[src/include/pss_pkg.sv]
// shared constants and types of the serially loaded synthesizer control block
// Operation
// step bit low: current bits give 70, 80, 90 or 100 percent pump current.
// step bit high, pin A not port: 25, 50, 75 or 100 percent.
// pin A in port mode forces the 10 percent step table.
// port mode drives pin A from config bit 1, unaffected by standby.
// config bit 0 high releases open-drain pin B, low drives it low.
// polarity bit inverts pump polarity and swaps the detector pair outputs.
// detector select high: pump on, pair high; low: pair on, pump floats.
// lock enable low holds lock indicator statically low.
// standby floats pump, pair high, counters stop, registers kept.
// in standby lock indicator is low, or static high when enabled.
// leaving standby, counters run but detector pulses stay blocked.
// first feedback pulse jam-loads reference counter, then detectors see pulses.
// an 8-clock transfer loads only the configuration register.
// 24-clock transfer loads divider word and moves reference buffer one into two.
// host keeps main count not below swallow count; total is main*64+swallow.
// at power-on pin A is the serial data output for cascading.
// 16-clock transfer applies mode bits at once, low 13 bits to buffer one.
// reference counter finishes its present cycle before taking a new ratio.
// host keeps serial clock low during a bare strobe that moves the buffer.
// at power-on the divided reference output runs at one eighth.
// prescaler divides by 65 with modulus control low, by 64 when high.
// host initialises by strobing with serial clock held high.
// mode codes: 001 oscillator, 000 stop, 011 one-to-one, 111 by 16, 010 off.
// a 16-clock transfer is routed to the reference register.
// data shifts MSB first on rising clock while strobe low; count picks register.
package pss_pkg;
    localparam int CFG_W = 8;
    localparam int FDIV_W = 24;
    localparam int RDIV_W = 16;
    localparam int RCNT_W = 13;
    localparam int NCNT_W = 12;
    localparam int ACNT_W = 6;
    localparam int BITCNT_W = 5;
    localparam int PCT_W = 7;
    // configuration bit positions
    localparam int CFG_POL_BIT = 7;
    localparam int CFG_DETSEL_BIT = 6;
    localparam int CFG_LOCKEN_BIT = 5;
    localparam int CFG_HOLD_BIT = 4;
    localparam int CFG_CUR_HI_BIT = 3;
    localparam int CFG_CUR_LO_BIT = 2;
    localparam int CFG_PORT_BIT = 1;
    localparam int CFG_OUTB_BIT = 0;
    // divider word fields
    localparam int FDIV_AMODE_HI = 23;
    localparam int FDIV_AMODE_LO = 22;
    localparam int FDIV_N_HI = 17;
    localparam int FDIV_N_LO = 6;
    localparam int FDIV_A_HI = 5;
    localparam int FDIV_A_LO = 0;
    // reference word fields
    localparam int RDIV_MODE_HI = 15;
    localparam int RDIV_MODE_LO = 13;
    localparam int RDIV_CNT_HI = 12;
    // transfer lengths
    localparam logic [BITCNT_W-1:0] XFER_CFG = 5'h08;
    localparam logic [BITCNT_W-1:0] XFER_REF = 5'h10;
    localparam logic [BITCNT_W-1:0] XFER_FDIV = 5'h18;
    localparam logic [BITCNT_W-1:0] XFER_NONE = 5'h00;
    localparam logic [BITCNT_W-1:0] XFER_SAT = 5'h1f;
    // values after reset
    localparam logic [CFG_W-1:0] CFG_RST = 8'h00;
    localparam logic [FDIV_W-1:0] FDIV_RST = 24'h00_0000;
    localparam logic [RCNT_W-1:0] RCNT_RST = 13'h0001;
    localparam logic [2:0] RMODE_RST = 3'h6;
    // reference oscillator / divider modes
    localparam logic [2:0] RMODE_STOP = 3'h0;
    localparam logic [2:0] RMODE_XTAL = 3'h1;
    localparam logic [2:0] RMODE_OFF = 3'h2;
    localparam logic [2:0] RMODE_DIV1 = 3'h3;
    localparam logic [2:0] RMODE_DIV2 = 3'h4;
    localparam logic [2:0] RMODE_DIV4 = 3'h5;
    localparam logic [2:0] RMODE_DIV8 = 3'h6;
    localparam logic [2:0] RMODE_DIV16 = 3'h7;
    // pin A functions
    localparam logic [1:0] AMODE_DATA = 2'h0;
    localparam logic [1:0] AMODE_REFP = 2'h1;
    localparam logic [1:0] AMODE_FBP = 2'h2;
    localparam logic [1:0] AMODE_PORT = 2'h3;
    // prescaler moduli
    localparam logic [PCT_W-1:0] PRESC_LOW_MOD = 7'h41;
    localparam logic [PCT_W-1:0] PRESC_HIGH_MOD = 7'h40;
    // pump current in percent
    localparam logic [PCT_W-1:0] PCT_25 = 7'h19;
    localparam logic [PCT_W-1:0] PCT_50 = 7'h32;
    localparam logic [PCT_W-1:0] PCT_70 = 7'h46;
    localparam logic [PCT_W-1:0] PCT_75 = 7'h4b;
    localparam logic [PCT_W-1:0] PCT_80 = 7'h50;
    localparam logic [PCT_W-1:0] PCT_90 = 7'h5a;
    localparam logic [PCT_W-1:0] PCT_100 = 7'h64;

    typedef enum logic [2:0] {
        PSS_RUN = 3'h1,
        PSS_HOLD = 3'h2,
        PSS_WAKE = 3'h4
    } pss_pwr_t;
endpackage

[src/verilog/pss_pin_sync.sv]
// three-stage synchroniser with agreement filter and edge pulses
`timescale 1ns/100ps
`default_nettype none
module pss_pin_sync #(
    parameter int W = 1
) (
    input wire logic ref_clk,
    input wire logic srst,
    input wire logic [W-1:0] pin_in,
    output logic [W-1:0] level,
    output logic [W-1:0] rise,
    output logic [W-1:0] fall
);
    typedef struct packed {
        logic [W-1:0] s1;
        logic [W-1:0] s2;
        logic [W-1:0] s3;
        logic [W-1:0] lvl;
        logic [W-1:0] rise;
        logic [W-1:0] fall;
    } pss_sync_t;

    pss_sync_t st_q;
    pss_sync_t st_d;

    always_comb begin
        st_d = st_q;
        st_d.s1 = pin_in;
        st_d.s2 = st_q.s1;
        st_d.s3 = st_q.s2;
        for (int i = 0; i < W; i++) begin
            if (st_q.s2[i] == st_q.s3[i]) begin
                st_d.lvl[i] = st_q.s3[i];
            end
        end
        st_d.rise = st_d.lvl & ~st_q.lvl;
        st_d.fall = ~st_d.lvl & st_q.lvl;
    end

    always_ff @(posedge ref_clk) begin
        if (srst) begin
            st_q <= '0;
        end else begin
            st_q <= st_d;
        end
    end

    assign level = st_q.lvl;
    assign rise = st_q.rise;
    assign fall = st_q.fall;
endmodule
`default_nettype wire

[src/verilog/pss_reload_counter.sv]
// down counter that reloads at the end of each cycle and pulses once per cycle
`timescale 1ns/100ps
`default_nettype none
module pss_reload_counter #(
    parameter int W = 13
) (
    input wire logic ref_clk,
    input wire logic srst,
    input wire logic tick,
    input wire logic hold,
    input wire logic jam,
    input wire logic [W-1:0] load_val,
    output logic cycle_end
);
    typedef struct packed {
        logic [W-1:0] cnt;
        logic pulse;
    } pss_cnt_t;

    pss_cnt_t st_q;
    pss_cnt_t st_d;

    always_comb begin
        st_d = st_q;
        st_d.pulse = 1'b0;
        if (jam) begin
            st_d.cnt = load_val;
        end else if (tick && !hold) begin
            // apart from a jam, which loads at once, a new ratio is taken only at the end of the present cycle
            if (st_q.cnt <= W'(1)) begin
                st_d.cnt = load_val;
                st_d.pulse = 1'b1;
            end else begin
                st_d.cnt = st_q.cnt - W'(1);
            end
        end
    end

    always_ff @(posedge ref_clk) begin
        if (srst) begin
            st_q <= '0;
        end else begin
            st_q <= st_d;
        end
    end

    assign cycle_end = st_q.pulse;
endmodule
`default_nettype wire

[src/verilog/pss_synth_ctrl.sv]
// serially loaded control registers, counters and detectors of the synthesizer
`timescale 1ns/100ps
`default_nettype none
module pss_synth_ctrl (
    input wire logic ref_clk,
    input wire logic srst,
    input wire logic serial_clock,
    input wire logic serial_data,
    input wire logic serial_latch_strobe,
    input wire logic reference_clock_in,
    input wire logic rf_clock_in,
    output logic reference_divided_out,
    output logic pump_source,
    output logic pump_sink,
    output logic pump_oe,
    output logic [6:0] pump_current_level,
    output logic detector_ref_out,
    output logic detector_fb_out,
    output logic lock_indicator,
    output logic general_out_a,
    output logic general_out_b,
    output logic general_out_b_oe,
    output logic modulus_control,
    output logic prescaler_out
);
    typedef struct packed {
        logic [pss_pkg::CFG_W-1:0] cfg;
        logic [pss_pkg::FDIV_W-1:0] fdiv;
        logic [pss_pkg::RCNT_W-1:0] rbuf1;
        logic [pss_pkg::RCNT_W-1:0] rbuf2;
        logic [2:0] rmode;
        logic [pss_pkg::FDIV_W-1:0] shift;
        logic [pss_pkg::BITCNT_W-1:0] bit_cnt;
        pss_pkg::pss_pwr_t pwr;
        logic [pss_pkg::ACNT_W-1:0] a_cnt;
        logic [pss_pkg::NCNT_W-1:0] n_cnt;
        logic mod_ctrl;
        logic fb_pulse;
        logic up;
        logic dn;
        logic [3:0] ref_div;
        logic ref_out;
        logic [pss_pkg::PCT_W-1:0] pct;
        logic phi_r;
        logic phi_v;
        logic lock;
        logic src;
        logic snk;
        logic oe;
        logic out_a;
        logic out_b_oe;
    } pss_state_t;

    pss_state_t st_q;
    pss_state_t st_d;

    logic sclk_lvl;
    logic sclk_rise;
    logic sdata_lvl;
    logic strobe_lvl;
    logic strobe_rise;
    logic reference_clock_in_lvl;
    logic reference_clock_in_rise;
    logic rf_rise;
    logic ref_pulse;
    logic presc_pulse;
    logic port_mode;
    logic ref_run;
    logic jam_ref;
    logic [pss_pkg::PCT_W-1:0] presc_mod;

    ////////////////////////////////////////////////////////////////////////////
    // pin synchronisers

    pss_pin_sync #(
        .W(1)
    ) u_sync_sclk (
        .ref_clk(ref_clk),
        .srst(srst),
        .pin_in(serial_clock),
        .level(sclk_lvl),
        .rise(sclk_rise),
        .fall()
    );

    pss_pin_sync #(
        .W(1)
    ) u_sync_sdata (
        .ref_clk(ref_clk),
        .srst(srst),
        .pin_in(serial_data),
        .level(sdata_lvl),
        .rise(),
        .fall()
    );

    pss_pin_sync #(
        .W(1)
    ) u_sync_strobe (
        .ref_clk(ref_clk),
        .srst(srst),
        .pin_in(serial_latch_strobe),
        .level(strobe_lvl),
        .rise(strobe_rise),
        .fall()
    );

    pss_pin_sync #(
        .W(1)
    ) u_sync_reference_clock_in (
        .ref_clk(ref_clk),
        .srst(srst),
        .pin_in(reference_clock_in),
        .level(reference_clock_in_lvl),
        .rise(reference_clock_in_rise),
        .fall()
    );

    pss_pin_sync #(
        .W(1)
    ) u_sync_rf (
        .ref_clk(ref_clk),
        .srst(srst),
        .pin_in(rf_clock_in),
        .level(),
        .rise(rf_rise),
        .fall()
    );

    ////////////////////////////////////////////////////////////////////////////
    // reference counter and prescaler

    // stopped oscillator gives the reference counter no edges
    assign ref_run = reference_clock_in_rise && (st_q.rmode != pss_pkg::RMODE_STOP);
    assign jam_ref = (st_q.pwr == pss_pkg::PSS_WAKE) && st_q.fb_pulse;
    assign presc_mod = st_q.mod_ctrl ? pss_pkg::PRESC_HIGH_MOD : pss_pkg::PRESC_LOW_MOD;

    pss_reload_counter #(
        .W(pss_pkg::RCNT_W)
    ) u_ref_counter (
        .ref_clk(ref_clk),
        .srst(srst),
        .tick(ref_run),
        .hold(st_q.pwr == pss_pkg::PSS_HOLD),
        .jam(jam_ref),
        .load_val(st_q.rbuf2),
        .cycle_end(ref_pulse)
    );

    pss_reload_counter #(
        .W(pss_pkg::PCT_W)
    ) u_prescaler (
        .ref_clk(ref_clk),
        .srst(srst),
        .tick(rf_rise),
        .hold(st_q.pwr == pss_pkg::PSS_HOLD),
        .jam(1'b0),
        .load_val(presc_mod),
        .cycle_end(presc_pulse)
    );

    assign port_mode = st_q.fdiv[pss_pkg::FDIV_AMODE_HI:pss_pkg::FDIV_AMODE_LO] == pss_pkg::AMODE_PORT;

    ////////////////////////////////////////////////////////////////////////////
    // next state

    always_comb begin
        logic fr_gate;
        logic fv_gate;
        logic hold;
        logic step25;
        logic [1:0] cur;
        fr_gate = 1'b0;
        fv_gate = 1'b0;
        hold = 1'b0;
        step25 = 1'b0;
        cur = 2'h0;
        st_d = st_q;
        st_d.fb_pulse = 1'b0;

        // serial shift, MSB first while the strobe is low
        if (sclk_rise && !strobe_lvl) begin
            st_d.shift = {st_q.shift[pss_pkg::FDIV_W-2:0], sdata_lvl};
            if (st_q.bit_cnt != pss_pkg::XFER_SAT) begin
                st_d.bit_cnt = st_q.bit_cnt + pss_pkg::BITCNT_W'(1);
            end
        end

        // latch on the rising strobe, register picked by the bit count
        if (strobe_rise) begin
            st_d.bit_cnt = pss_pkg::XFER_NONE;
            if (sclk_lvl) begin
                // strobe with serial clock high initialises the registers
                st_d.cfg = pss_pkg::CFG_RST;
                st_d.fdiv = pss_pkg::FDIV_RST;
                st_d.rmode = pss_pkg::RMODE_RST;
            end else begin
                case (st_q.bit_cnt)
                    pss_pkg::XFER_CFG: begin
                        st_d.cfg = st_q.shift[pss_pkg::CFG_W-1:0];
                    end
                    pss_pkg::XFER_REF: begin
                        st_d.rmode = st_q.shift[pss_pkg::RDIV_MODE_HI:pss_pkg::RDIV_MODE_LO];
                        st_d.rbuf1 = st_q.shift[pss_pkg::RDIV_CNT_HI:0];
                    end
                    pss_pkg::XFER_FDIV: begin
                        st_d.fdiv = st_q.shift;
                        st_d.rbuf2 = st_q.rbuf1;
                    end
                    pss_pkg::XFER_NONE: begin
                        st_d.rbuf2 = st_q.rbuf1;
                    end
                    default: begin
                    end
                endcase
            end
        end

        // standby and the two-step recovery
        case (st_q.pwr)
            pss_pkg::PSS_RUN: begin
                if (st_q.cfg[pss_pkg::CFG_HOLD_BIT]) begin
                    st_d.pwr = pss_pkg::PSS_HOLD;
                end
            end
            pss_pkg::PSS_HOLD: begin
                if (!st_q.cfg[pss_pkg::CFG_HOLD_BIT]) begin
                    st_d.pwr = pss_pkg::PSS_WAKE;
                end
            end
            pss_pkg::PSS_WAKE: begin
                if (st_q.cfg[pss_pkg::CFG_HOLD_BIT]) begin
                    st_d.pwr = pss_pkg::PSS_HOLD;
                end else if (st_q.fb_pulse) begin
                    st_d.pwr = pss_pkg::PSS_RUN;
                end
            end
            default: begin
                st_d.pwr = pss_pkg::PSS_RUN;
            end
        endcase
        hold = st_q.pwr == pss_pkg::PSS_HOLD;

        // main and swallow counters around the prescaler
        if (presc_pulse && !hold) begin
            if (st_q.n_cnt <= pss_pkg::NCNT_W'(1)) begin
                st_d.n_cnt = st_q.fdiv[pss_pkg::FDIV_N_HI:pss_pkg::FDIV_N_LO];
                st_d.a_cnt = st_q.fdiv[pss_pkg::FDIV_A_HI:pss_pkg::FDIV_A_LO];
                st_d.fb_pulse = 1'b1;
            end else begin
                st_d.n_cnt = st_q.n_cnt - pss_pkg::NCNT_W'(1);
                if (st_q.a_cnt != '0) begin
                    st_d.a_cnt = st_q.a_cnt - pss_pkg::ACNT_W'(1);
                end
            end
        end
        st_d.mod_ctrl = st_d.a_cnt == '0;

        // phase/frequency detector, pulses only while running
        fr_gate = ref_pulse && (st_q.pwr == pss_pkg::PSS_RUN);
        fv_gate = st_q.fb_pulse && (st_q.pwr == pss_pkg::PSS_RUN);
        if (st_q.pwr != pss_pkg::PSS_RUN) begin
            st_d.up = 1'b0;
            st_d.dn = 1'b0;
        end else if (st_q.up && st_q.dn) begin
            st_d.up = fr_gate;
            st_d.dn = fv_gate;
        end else begin
            st_d.up = st_q.up | fr_gate;
            st_d.dn = st_q.dn | fv_gate;
        end

        // detector outputs
        if (st_q.cfg[pss_pkg::CFG_DETSEL_BIT] && !hold) begin
            st_d.oe = st_q.up ^ st_q.dn;
            st_d.src = st_q.cfg[pss_pkg::CFG_POL_BIT] ? st_q.dn : st_q.up;
            st_d.snk = st_q.cfg[pss_pkg::CFG_POL_BIT] ? st_q.up : st_q.dn;
        end else begin
            st_d.oe = 1'b0;
            st_d.src = 1'b0;
            st_d.snk = 1'b0;
        end
        if (!st_q.cfg[pss_pkg::CFG_DETSEL_BIT] && !hold) begin
            st_d.phi_r = st_q.cfg[pss_pkg::CFG_POL_BIT] ? ~st_q.dn : ~st_q.up;
            st_d.phi_v = st_q.cfg[pss_pkg::CFG_POL_BIT] ? ~st_q.up : ~st_q.dn;
        end else begin
            st_d.phi_r = 1'b1;
            st_d.phi_v = 1'b1;
        end

        // lock indicator
        if (!st_q.cfg[pss_pkg::CFG_LOCKEN_BIT]) begin
            st_d.lock = 1'b0;
        end else if (hold) begin
            st_d.lock = 1'b1;
        end else begin
            st_d.lock = ~st_q.up & ~st_q.dn;
        end

        // pump current table
        cur = {st_q.cfg[pss_pkg::CFG_CUR_HI_BIT], st_q.cfg[pss_pkg::CFG_CUR_LO_BIT]};
        step25 = st_q.cfg[pss_pkg::CFG_PORT_BIT] && !port_mode;
        case (cur)
            2'h0: st_d.pct = step25 ? pss_pkg::PCT_25 : pss_pkg::PCT_70;
            2'h1: st_d.pct = step25 ? pss_pkg::PCT_50 : pss_pkg::PCT_80;
            2'h2: st_d.pct = step25 ? pss_pkg::PCT_75 : pss_pkg::PCT_90;
            default: st_d.pct = pss_pkg::PCT_100;
        endcase

        // general outputs
        case (st_q.fdiv[pss_pkg::FDIV_AMODE_HI:pss_pkg::FDIV_AMODE_LO])
            pss_pkg::AMODE_DATA: st_d.out_a = st_q.shift[pss_pkg::FDIV_W-1];
            pss_pkg::AMODE_REFP: st_d.out_a = ref_pulse;
            pss_pkg::AMODE_FBP: st_d.out_a = st_q.fb_pulse;
            default: st_d.out_a = st_q.cfg[pss_pkg::CFG_PORT_BIT];
        endcase
        st_d.out_b_oe = ~st_q.cfg[pss_pkg::CFG_OUTB_BIT];

        // divided reference output
        if (reference_clock_in_rise && (st_q.rmode != pss_pkg::RMODE_STOP)) begin
            st_d.ref_div = st_q.ref_div + 4'h1;
        end
        case (st_q.rmode)
            pss_pkg::RMODE_XTAL: st_d.ref_out = reference_clock_in_lvl;
            pss_pkg::RMODE_DIV1: st_d.ref_out = reference_clock_in_lvl;
            pss_pkg::RMODE_DIV2: st_d.ref_out = st_q.ref_div[0];
            pss_pkg::RMODE_DIV4: st_d.ref_out = st_q.ref_div[1];
            pss_pkg::RMODE_DIV8: st_d.ref_out = st_q.ref_div[2];
            pss_pkg::RMODE_DIV16: st_d.ref_out = st_q.ref_div[3];
            default: st_d.ref_out = 1'b0;
        endcase
    end

    ////////////////////////////////////////////////////////////////////////////
    // state register

    always_ff @(posedge ref_clk) begin
        if (srst) begin
            st_q <= '0;
            st_q.cfg <= pss_pkg::CFG_RST;
            st_q.fdiv <= pss_pkg::FDIV_RST;
            st_q.rmode <= pss_pkg::RMODE_RST;
            st_q.rbuf1 <= pss_pkg::RCNT_RST;
            st_q.rbuf2 <= pss_pkg::RCNT_RST;
            st_q.pwr <= pss_pkg::PSS_RUN;
            st_q.phi_r <= 1'b1;
            st_q.phi_v <= 1'b1;
            st_q.out_b_oe <= 1'b1;
            st_q.pct <= pss_pkg::PCT_70;
        end else begin
            st_q <= st_d;
        end
    end

    assign reference_divided_out = st_q.ref_out;
    assign pump_source = st_q.src;
    assign pump_sink = st_q.snk;
    assign pump_oe = st_q.oe;
    assign pump_current_level = st_q.pct;
    assign detector_ref_out = st_q.phi_r;
    assign detector_fb_out = st_q.phi_v;
    assign lock_indicator = st_q.lock;
    assign general_out_a = st_q.out_a;
    assign general_out_b = 1'b0;
    assign general_out_b_oe = st_q.out_b_oe;
    assign modulus_control = st_q.mod_ctrl;
    assign prescaler_out = presc_pulse;
endmodule
`default_nettype wire

[config.mk]
export PLATFORM = sky130hd
export DESIGN_NAME = pss_synth_ctrl
export DESIGN_NICKNAME = d
export VERILOG_FILES = /design/src/include/pss_pkg.sv /design/src/verilog/pss_pin_sync.sv /design/src/verilog/pss_reload_counter.sv /design/src/verilog/pss_synth_ctrl.sv
export SDC_FILE = /design/constraint.sdc
export NUM_CORES = 1
export LEC_CHECK = 0
export ABC_AREA = 1
export BUFFER_PORTS_ARGS = -buffer_cell sky130_fd_sc_hd__buf_2
export CORE_MARGIN = 4
export CORE_UTILIZATION = 55
export CTS_BUF_LIST = sky130_fd_sc_hd__clkbuf_8
export CTS_CLUSTER_DIAMETER = 100
export CTS_CLUSTER_SIZE = 10
export DETAILED_ROUTE_END_ITERATION = 16
export PLACE_DENSITY = 0.72
export REMOVE_ABC_BUFFERS = 1
export SETUP_SLACK_MARGIN = 0.1
export SKIP_LAST_GASP = 1
export SLEW_MARGIN = 20
export SYNTH_ARGS = -nofsm -noshare
export SYNTH_HDL_FRONTEND = slang
export SYNTH_SLANG_ARGS = --single-unit
[constraint.sdc]
create_clock -name ref_clk -period 2.06 [get_ports ref_clk]
set_input_delay 0 -clock ref_clk [delete_from_list [all_inputs] [get_ports ref_clk]]
set_output_delay 0 -clock ref_clk [all_outputs]
set_load 0.02 [all_outputs]
== Yosys cells after proc, flatten, opt, wreduce, memory -nomap -nowiden ==
Cells that the tools add are included.
Operators by class
  add/subtract/negate cells: 6
  $mul: 0
  divide/modulo/power cells: 0
  $lt $le $gt $ge: 3
  equal/unequal tests: 27
  shift-type cells: 0
  mux-type cells: 37
  bitwise logic cells: 21
  reductions and logical operators: 43
Operators by type and width (count)
  two-way mux 18 bit: 2
  two-way mux 32 bit: 1
  two-way mux 13 bit: 2
  two-way mux 24 bit: 1
  two-way mux 7 bit: 3
  one-hot mux 7 bit (3 select lines): 1
  two-way mux 3 bit: 6
  OR reduction 2 bit: 9
  == test 3 bit, second input constant: 5
  two-way mux 14 bit: 1
  <= comparator 13 x 1 -> 1 bit, second input constant: 1
  two-way mux 1 bit: 13
  NOT 1 bit: 13
  subtractor 13 x 1 -> 13 bit, second input constant: 1
  <= comparator 12 x 1 -> 1 bit, second input constant: 1
  logical AND 1 bit: 12
  subtractor 12 x 1 -> 12 bit, second input constant: 1
  == test 5 bit, second input constant: 2
  one-hot mux 3 bit (3 select lines): 1
  AND reduction 3 bit: 3
  two-way mux 8 bit: 1
  AND reduction 2 bit: 4
  nonzero test 2 bit: 4
  <= comparator 7 x 1 -> 1 bit, second input constant: 1
  29 further kinds: 48
Word-level totals
  bits in registers: 181
  bits in latches: 0
  bits in writable memories: 0
  memory bits (read-only): 0
  bits of input ports: 7
  output and inout port bits: 19
  logic and storage cells: 190
  memories kept: 0

== Logic depth before layout (Yosys ltp) ==
  depth in word-level cells: 5
  depth in mapped cells: 13
  mapped depth without buffers: 13

== Hierarchy ==
From an unflattened synthesis, not the netlist that was laid out.
Unflattened totals
  cells, all modules: 1125
  area total of the unflattened synthesis: 8295.5 um^2
Modules (own cells, without submodules)
  pss_synth_ctrl: instances 1, cells an instance 748, area an instance 5580.4 um^2, sequential area each 2622.5 um^2
  pss_reload_counter at u_ref_counter: instances 1, cells an instance 185, area an instance 1134.8 um^2, sequential area each 280.3 um^2
  pss_pin_sync: instances 5, cells an instance 19, area an instance 183.9 um^2, sequential area each 120.1 um^2
  pss_reload_counter at u_prescaler: instances 1, cells an instance 97, area an instance 660.6 um^2, sequential area each 160.2 um^2

== Least setup slack after synthesis ==
No wires, ideal clock.
  path type: reg2reg
  start: reg st_q[24] (netlist bit)
  end: reg st_q[35] (netlist bit)
  data arrival time: 1384 ps
  setup slack: 555 ps
  stages on the path, launching flop included: 14
  buffers on the path: 0
  cells stage by stage: dfxtp_1 inv_1 ha_1 inv_1 nand2_1 nand2_1 nor2_2 nand2_4 nor2_8 inv_2 nor2_1 nor2_1 nand2_1 nor2_1
On the way
  word-level cells in the longest chain between the ends: 2
  elaborated cells between the ends (all ways): 3
Ends and longest elaborated chain
  start, declared: line pss_synth_ctrl.sv:54  | pss_state_t st_q;
  start signal, assigned: line pss_synth_ctrl.sv:351  | st_q <= st_d;
  subtractor 12 x 1 -> 12 bit or <= comparator 12 x 1 -> 1 bit (tied branches): line pss_synth_ctrl.sv:251, pss_synth_ctrl.sv:246
  two-way mux 18 bit (*): line pss_synth_ctrl.sv:246  | if (st_q.n_cnt <= pss_pkg::NCNT_W'(1)) begin
Every way passes the cells marked *; elsewhere a longest branch is shown, timed or not.
A chain may end at the register's enable or synchronous reset.

== Worst setup path in the final report ==
  start: reg st_q[24] (netlist bit)
  end: reg st_q, in the netlist modulus_control
On the way
  word-level cells in the longest chain between the ends: 4
Ends and longest elaborated chain
  <= comparator 12 x 1 -> 1 bit: line pss_synth_ctrl.sv:246
  two-way mux 18 bit: line pss_synth_ctrl.sv:246
  two-way mux 18 bit: line pss_synth_ctrl.sv:245  | if (presc_pulse && !hold) begin
  zero test 6 bit: line pss_synth_ctrl.sv:257  | st_d.mod_ctrl = st_d.a_cnt == '0;
No other way between the ends.

==> reports/results.tsv <==
stage	metric	value	unit
drt	via/cell ratio	5.13	
sta	post-route minimum period	1.72	ns
global_route	initial antenna violation count	0	
global_route	largest net degree at the start of global routing	88	
sta	RSZ-0062 raised after global routing	no	
status	outcome	finished clean	
sta	Final Hold Viols	0	
global_route	vias in the first global route	5788	
floorplan	Die X-Extent	127	um
global_route	Total GRT Usage	0.202	
floorplan	die footprint	16000	sq um
floorplan	Initial Util	0.560	
floorplan	io pins	26	
cells_and_area	share of post-route cells with drive strength above 1	0.104	
synth	Post-synth EDFFs	0	
drt	total number of vias	6441	
synth	flops & latches, synth	177	
floorplan	die height	127	um
worst_setup_path	critical-path cell list	inv_1 > ha_1 > inv_1 > nand2_1 > nand2_1 > nor2_2 > nand2_2 > nand3_1 > nand3_1 > nand2_1 > nor2_1 > nand2_1 > nor2_1	
cells_and_area	Util after Layout	0.610	
cells_and_area	n_diodes	0	
drt	DR iter-0 viols	467	
clock_tree	CTS sink cnt	177	
placed_design	Buffers on Ports	24	
synth	Syn Area/Cell	7.39	sq um
drt	routed len/inst	12.6	um
drt	drc violations	0	
global_route	first-pass GRT wire length	27000	um
clock_tree	Worst-path clk slew	0.09	ns
floorplan	Row Count	43	
pwr	Pwr Total	6.29	mW
sta	Max Slew Vio Count	0	
worst_setup_path	nature of the critical path endpoint	register	
sta	final period utilization	0.834	
cells_and_area	fill count	1283	
worst_setup_path	Max stage delay cell, worst path	dfxtp_1	
clock_tree	cts bufs inserted	17	
pwr	VDD IR max	0.000469	V
synth	Seq/Total Area, Yosys	0.458	
cells_and_area	Layout area overhead	8.89	%
worst_setup_path	Max stage delay on crit path	0.34	ns
hold_path	Hold Path Class	in2reg	
clock_tree	CTS tree	yes	
drt	Antenna Nets Post-Route	0	
global_route	total grt overflow	0	
worst_setup_path	worst reg-to-reg setup slack	0.34	ns
pwr	sw power	1.43	mW
pwr	cell area power density	747	nW/um^2
pwr	Switching Share	0.228	
floorplan	Core Box Area	13800	sq um
worst_setup_path	CP required	2.41	ns
flow_run	max-cap violation count	0	
pwr	Leak Pwr	3.70	nW
synth	synth unique cells	47	
sta	clock skew	0.0117	ns
sta	f_max	582	MHz
clock_tree	maximum root-to-sink buffer count	2	
synth	cells after synthesis	1048	
placed_design	Placement Cell Area	7950	sq um
drt	drt total wl	15800	um
drt	Initial DRT Pass Iterations	5	
pwr	clock share of power	0.403	
synth	synth warn	0	
worst_setup_path	critical path type	reg2reg	
synth	asr flop ratio synth	0	
placed_design	hpwl dp	10800	um
pwr	Cell Int Power	4.86	mW
clock_tree	H-tree depth	4	
worst_setup_path	Worst EP arrival	2.06	ns
pwr	combinational share of power	0.043	
cells_and_area	design area	8430	sq um
worst_setup_path	most used cell, CP	nand2_1	
synth	synthesized cell area	7740	sq um
synth	ys flop type	dfxtp_1	
worst_setup_path	Max Fanout on Critical Path	10	
worst_setup_path	Critical Path Source Type	register	
cells_and_area	Nets	1084	
clock_tree	CTS root buffer	clkbuf_8	
sta	Final setup viols	0	
clock_tree	Post-CTS Setup Bufs	0	
clock_tree	Clock Latency Late Sink	0.45	ns
placed_design	Routability Congestion	0.884	
pwr	Seq pwr share	0.553	
[cells in the mapped netlist (3+ instances only)]
cell type,instances,area [sq um]
nand2_1,181,679
dfxtp_1,177,3540
nor2_1,147,552
inv_1,130,488
a21oi_1,90,450
o21ai_0,77,385
nand3_1,60,300
clkbuf_1,22,82.6
ha_1,14,175
buf_4,12,90.1
nand4_1,11,68.8
nor3_1,11,55.1
o22ai_1,11,68.8
inv_2,10,37.5
nor2_2,10,62.6
o21ai_1,7,35.0
a211oi_1,6,45.0
a31oi_1,6,37.5
nor4_1,6,37.5
buf_2,5,25.0
nand2_2,5,31.3
xor2_1,5,43.8
o211ai_1,4,30.0
buf_6,3,33.8
nand2_4,3,33.8
nand3b_1,3,22.5
xnor2_1,3,26.3
[cell families (layout without fill, tap and decap cells)]
kind of cell	count (synthesis)	count (layout)	synth area share
other cells	1	1	0.000485
xor+xnor	8	8	0.00905
fa+ha+maj	15	15	0.0239
buf+inv	184	211	0.0988
compound gates	213	213	0.151
flops	177	177	0.458
simple gates	450	450	0.259
[worst paths after layout]
| check | from | to | cells past startpoint |
|---|---|---|---|
| setup / recovery | st_q[24] | modulus_control | 13 |
| hold / removal | serial_latch_strobe | u_sync_strobe.st_d[4] | 4 |
| setup reg to reg | st_q[24] | modulus_control | 13 |
| hold reg to reg | u_sync_sdata.st_d[4] | u_sync_sdata.st_d[3] | 2 |
[critical path, delay by kind of cell, from the launching register on]
family	cells	cell delay, ns
buf+inv	2	0.15
fa+ha+maj	1	0.17
flops	1	0.34
simple gates	10	0.97
[power by group through the flow]
stage / Combinational (mW) / Sequential, mW / Clock, mW
after global routing: 0.318 / 3.49 / 2.74
after global placement: 0.262 / 3.56 / 0
after floorplan: 0.177 / 3.56 / 0
after detailed placement: 0.264 / 3.56 / 0
final: 0.273 / 3.48 / 2.54
after CTS: 0.273 / 3.48 / 2.59
[per-stage QoR]
step / setup TNS (ns) / setup WS [ns] / std cells / hold slack (ns)
detailed placement: 0 / 0.383 / 1218 / 0.213
floorplan: -0.484 / -0.134 / 1004 / 0.0691
global route: 0 / 0.177 / 1255 / 0.287
finish: 0 / 0.341 / 1255 / 0.290
CTS: 0 / 0.333 / 1255 / 0.263
global placement: 0 / 0.418 / 1218 / 0.200
[registers in the layout (all words and copies together) (netlist names), 2 cells and up]
name,count
u_sync_sdata.st_d,2
u_sync_rf.st_d,2
u_prescaler.st_q,7
pump_current_level,7
st_q,114
u_ref_counter.st_q,13
u_sync_strobe.st_d,2
u_sync_sclk.st_d,2
u_sync_reference_clock_in.st_d,2
[cells in the final DEF (no fill, tap or decap), types with 8 or more instances in the layout]
cell,n
nor2_1,147
dfxtp_1,177
nor2_2,10
nand4_1,11
buf_4,8
buf_2,24
nor3_1,11
o21ai_0,77
inv_1,129
nand2_1,181
o22ai_1,11
a21oi_1,90
inv_2,11
clkbuf_8,17
nand3_1,60
ha_1,14
[layout make-up]
| cell class | instances | area [sq um] | area share |
|---|---|---|---|
| sequential | 177 | 3540 | 0.420 |
| multi-input combinational | 687 | 3430 | 0.407 |
| inverter | 140 | 526 | 0.0624 |
| timing repair buffer | 40 | 280 | 0.0333 |
| clock buffer | 17 | 234 | 0.0278 |
| tap | 180 | 225 | 0.0267 |
| clock inverter | 14 | 188 | 0.0223 |
[metal layers]
metal  global-route usage  vias up  part of all wire
met3               0.0392       17             0.038
met2                0.322      133              0.45
met5                    0        -                 0
met4               0.0656        0             0.013
met1                0.277     2882              0.50
li1                     -     3409                 -
[repair_timing]
item,CTS,global route
resized for setup,0,0
endpoints found under the hold margin,8,0
hold buffers,6,0
Power figures use the tool's default switching activity.
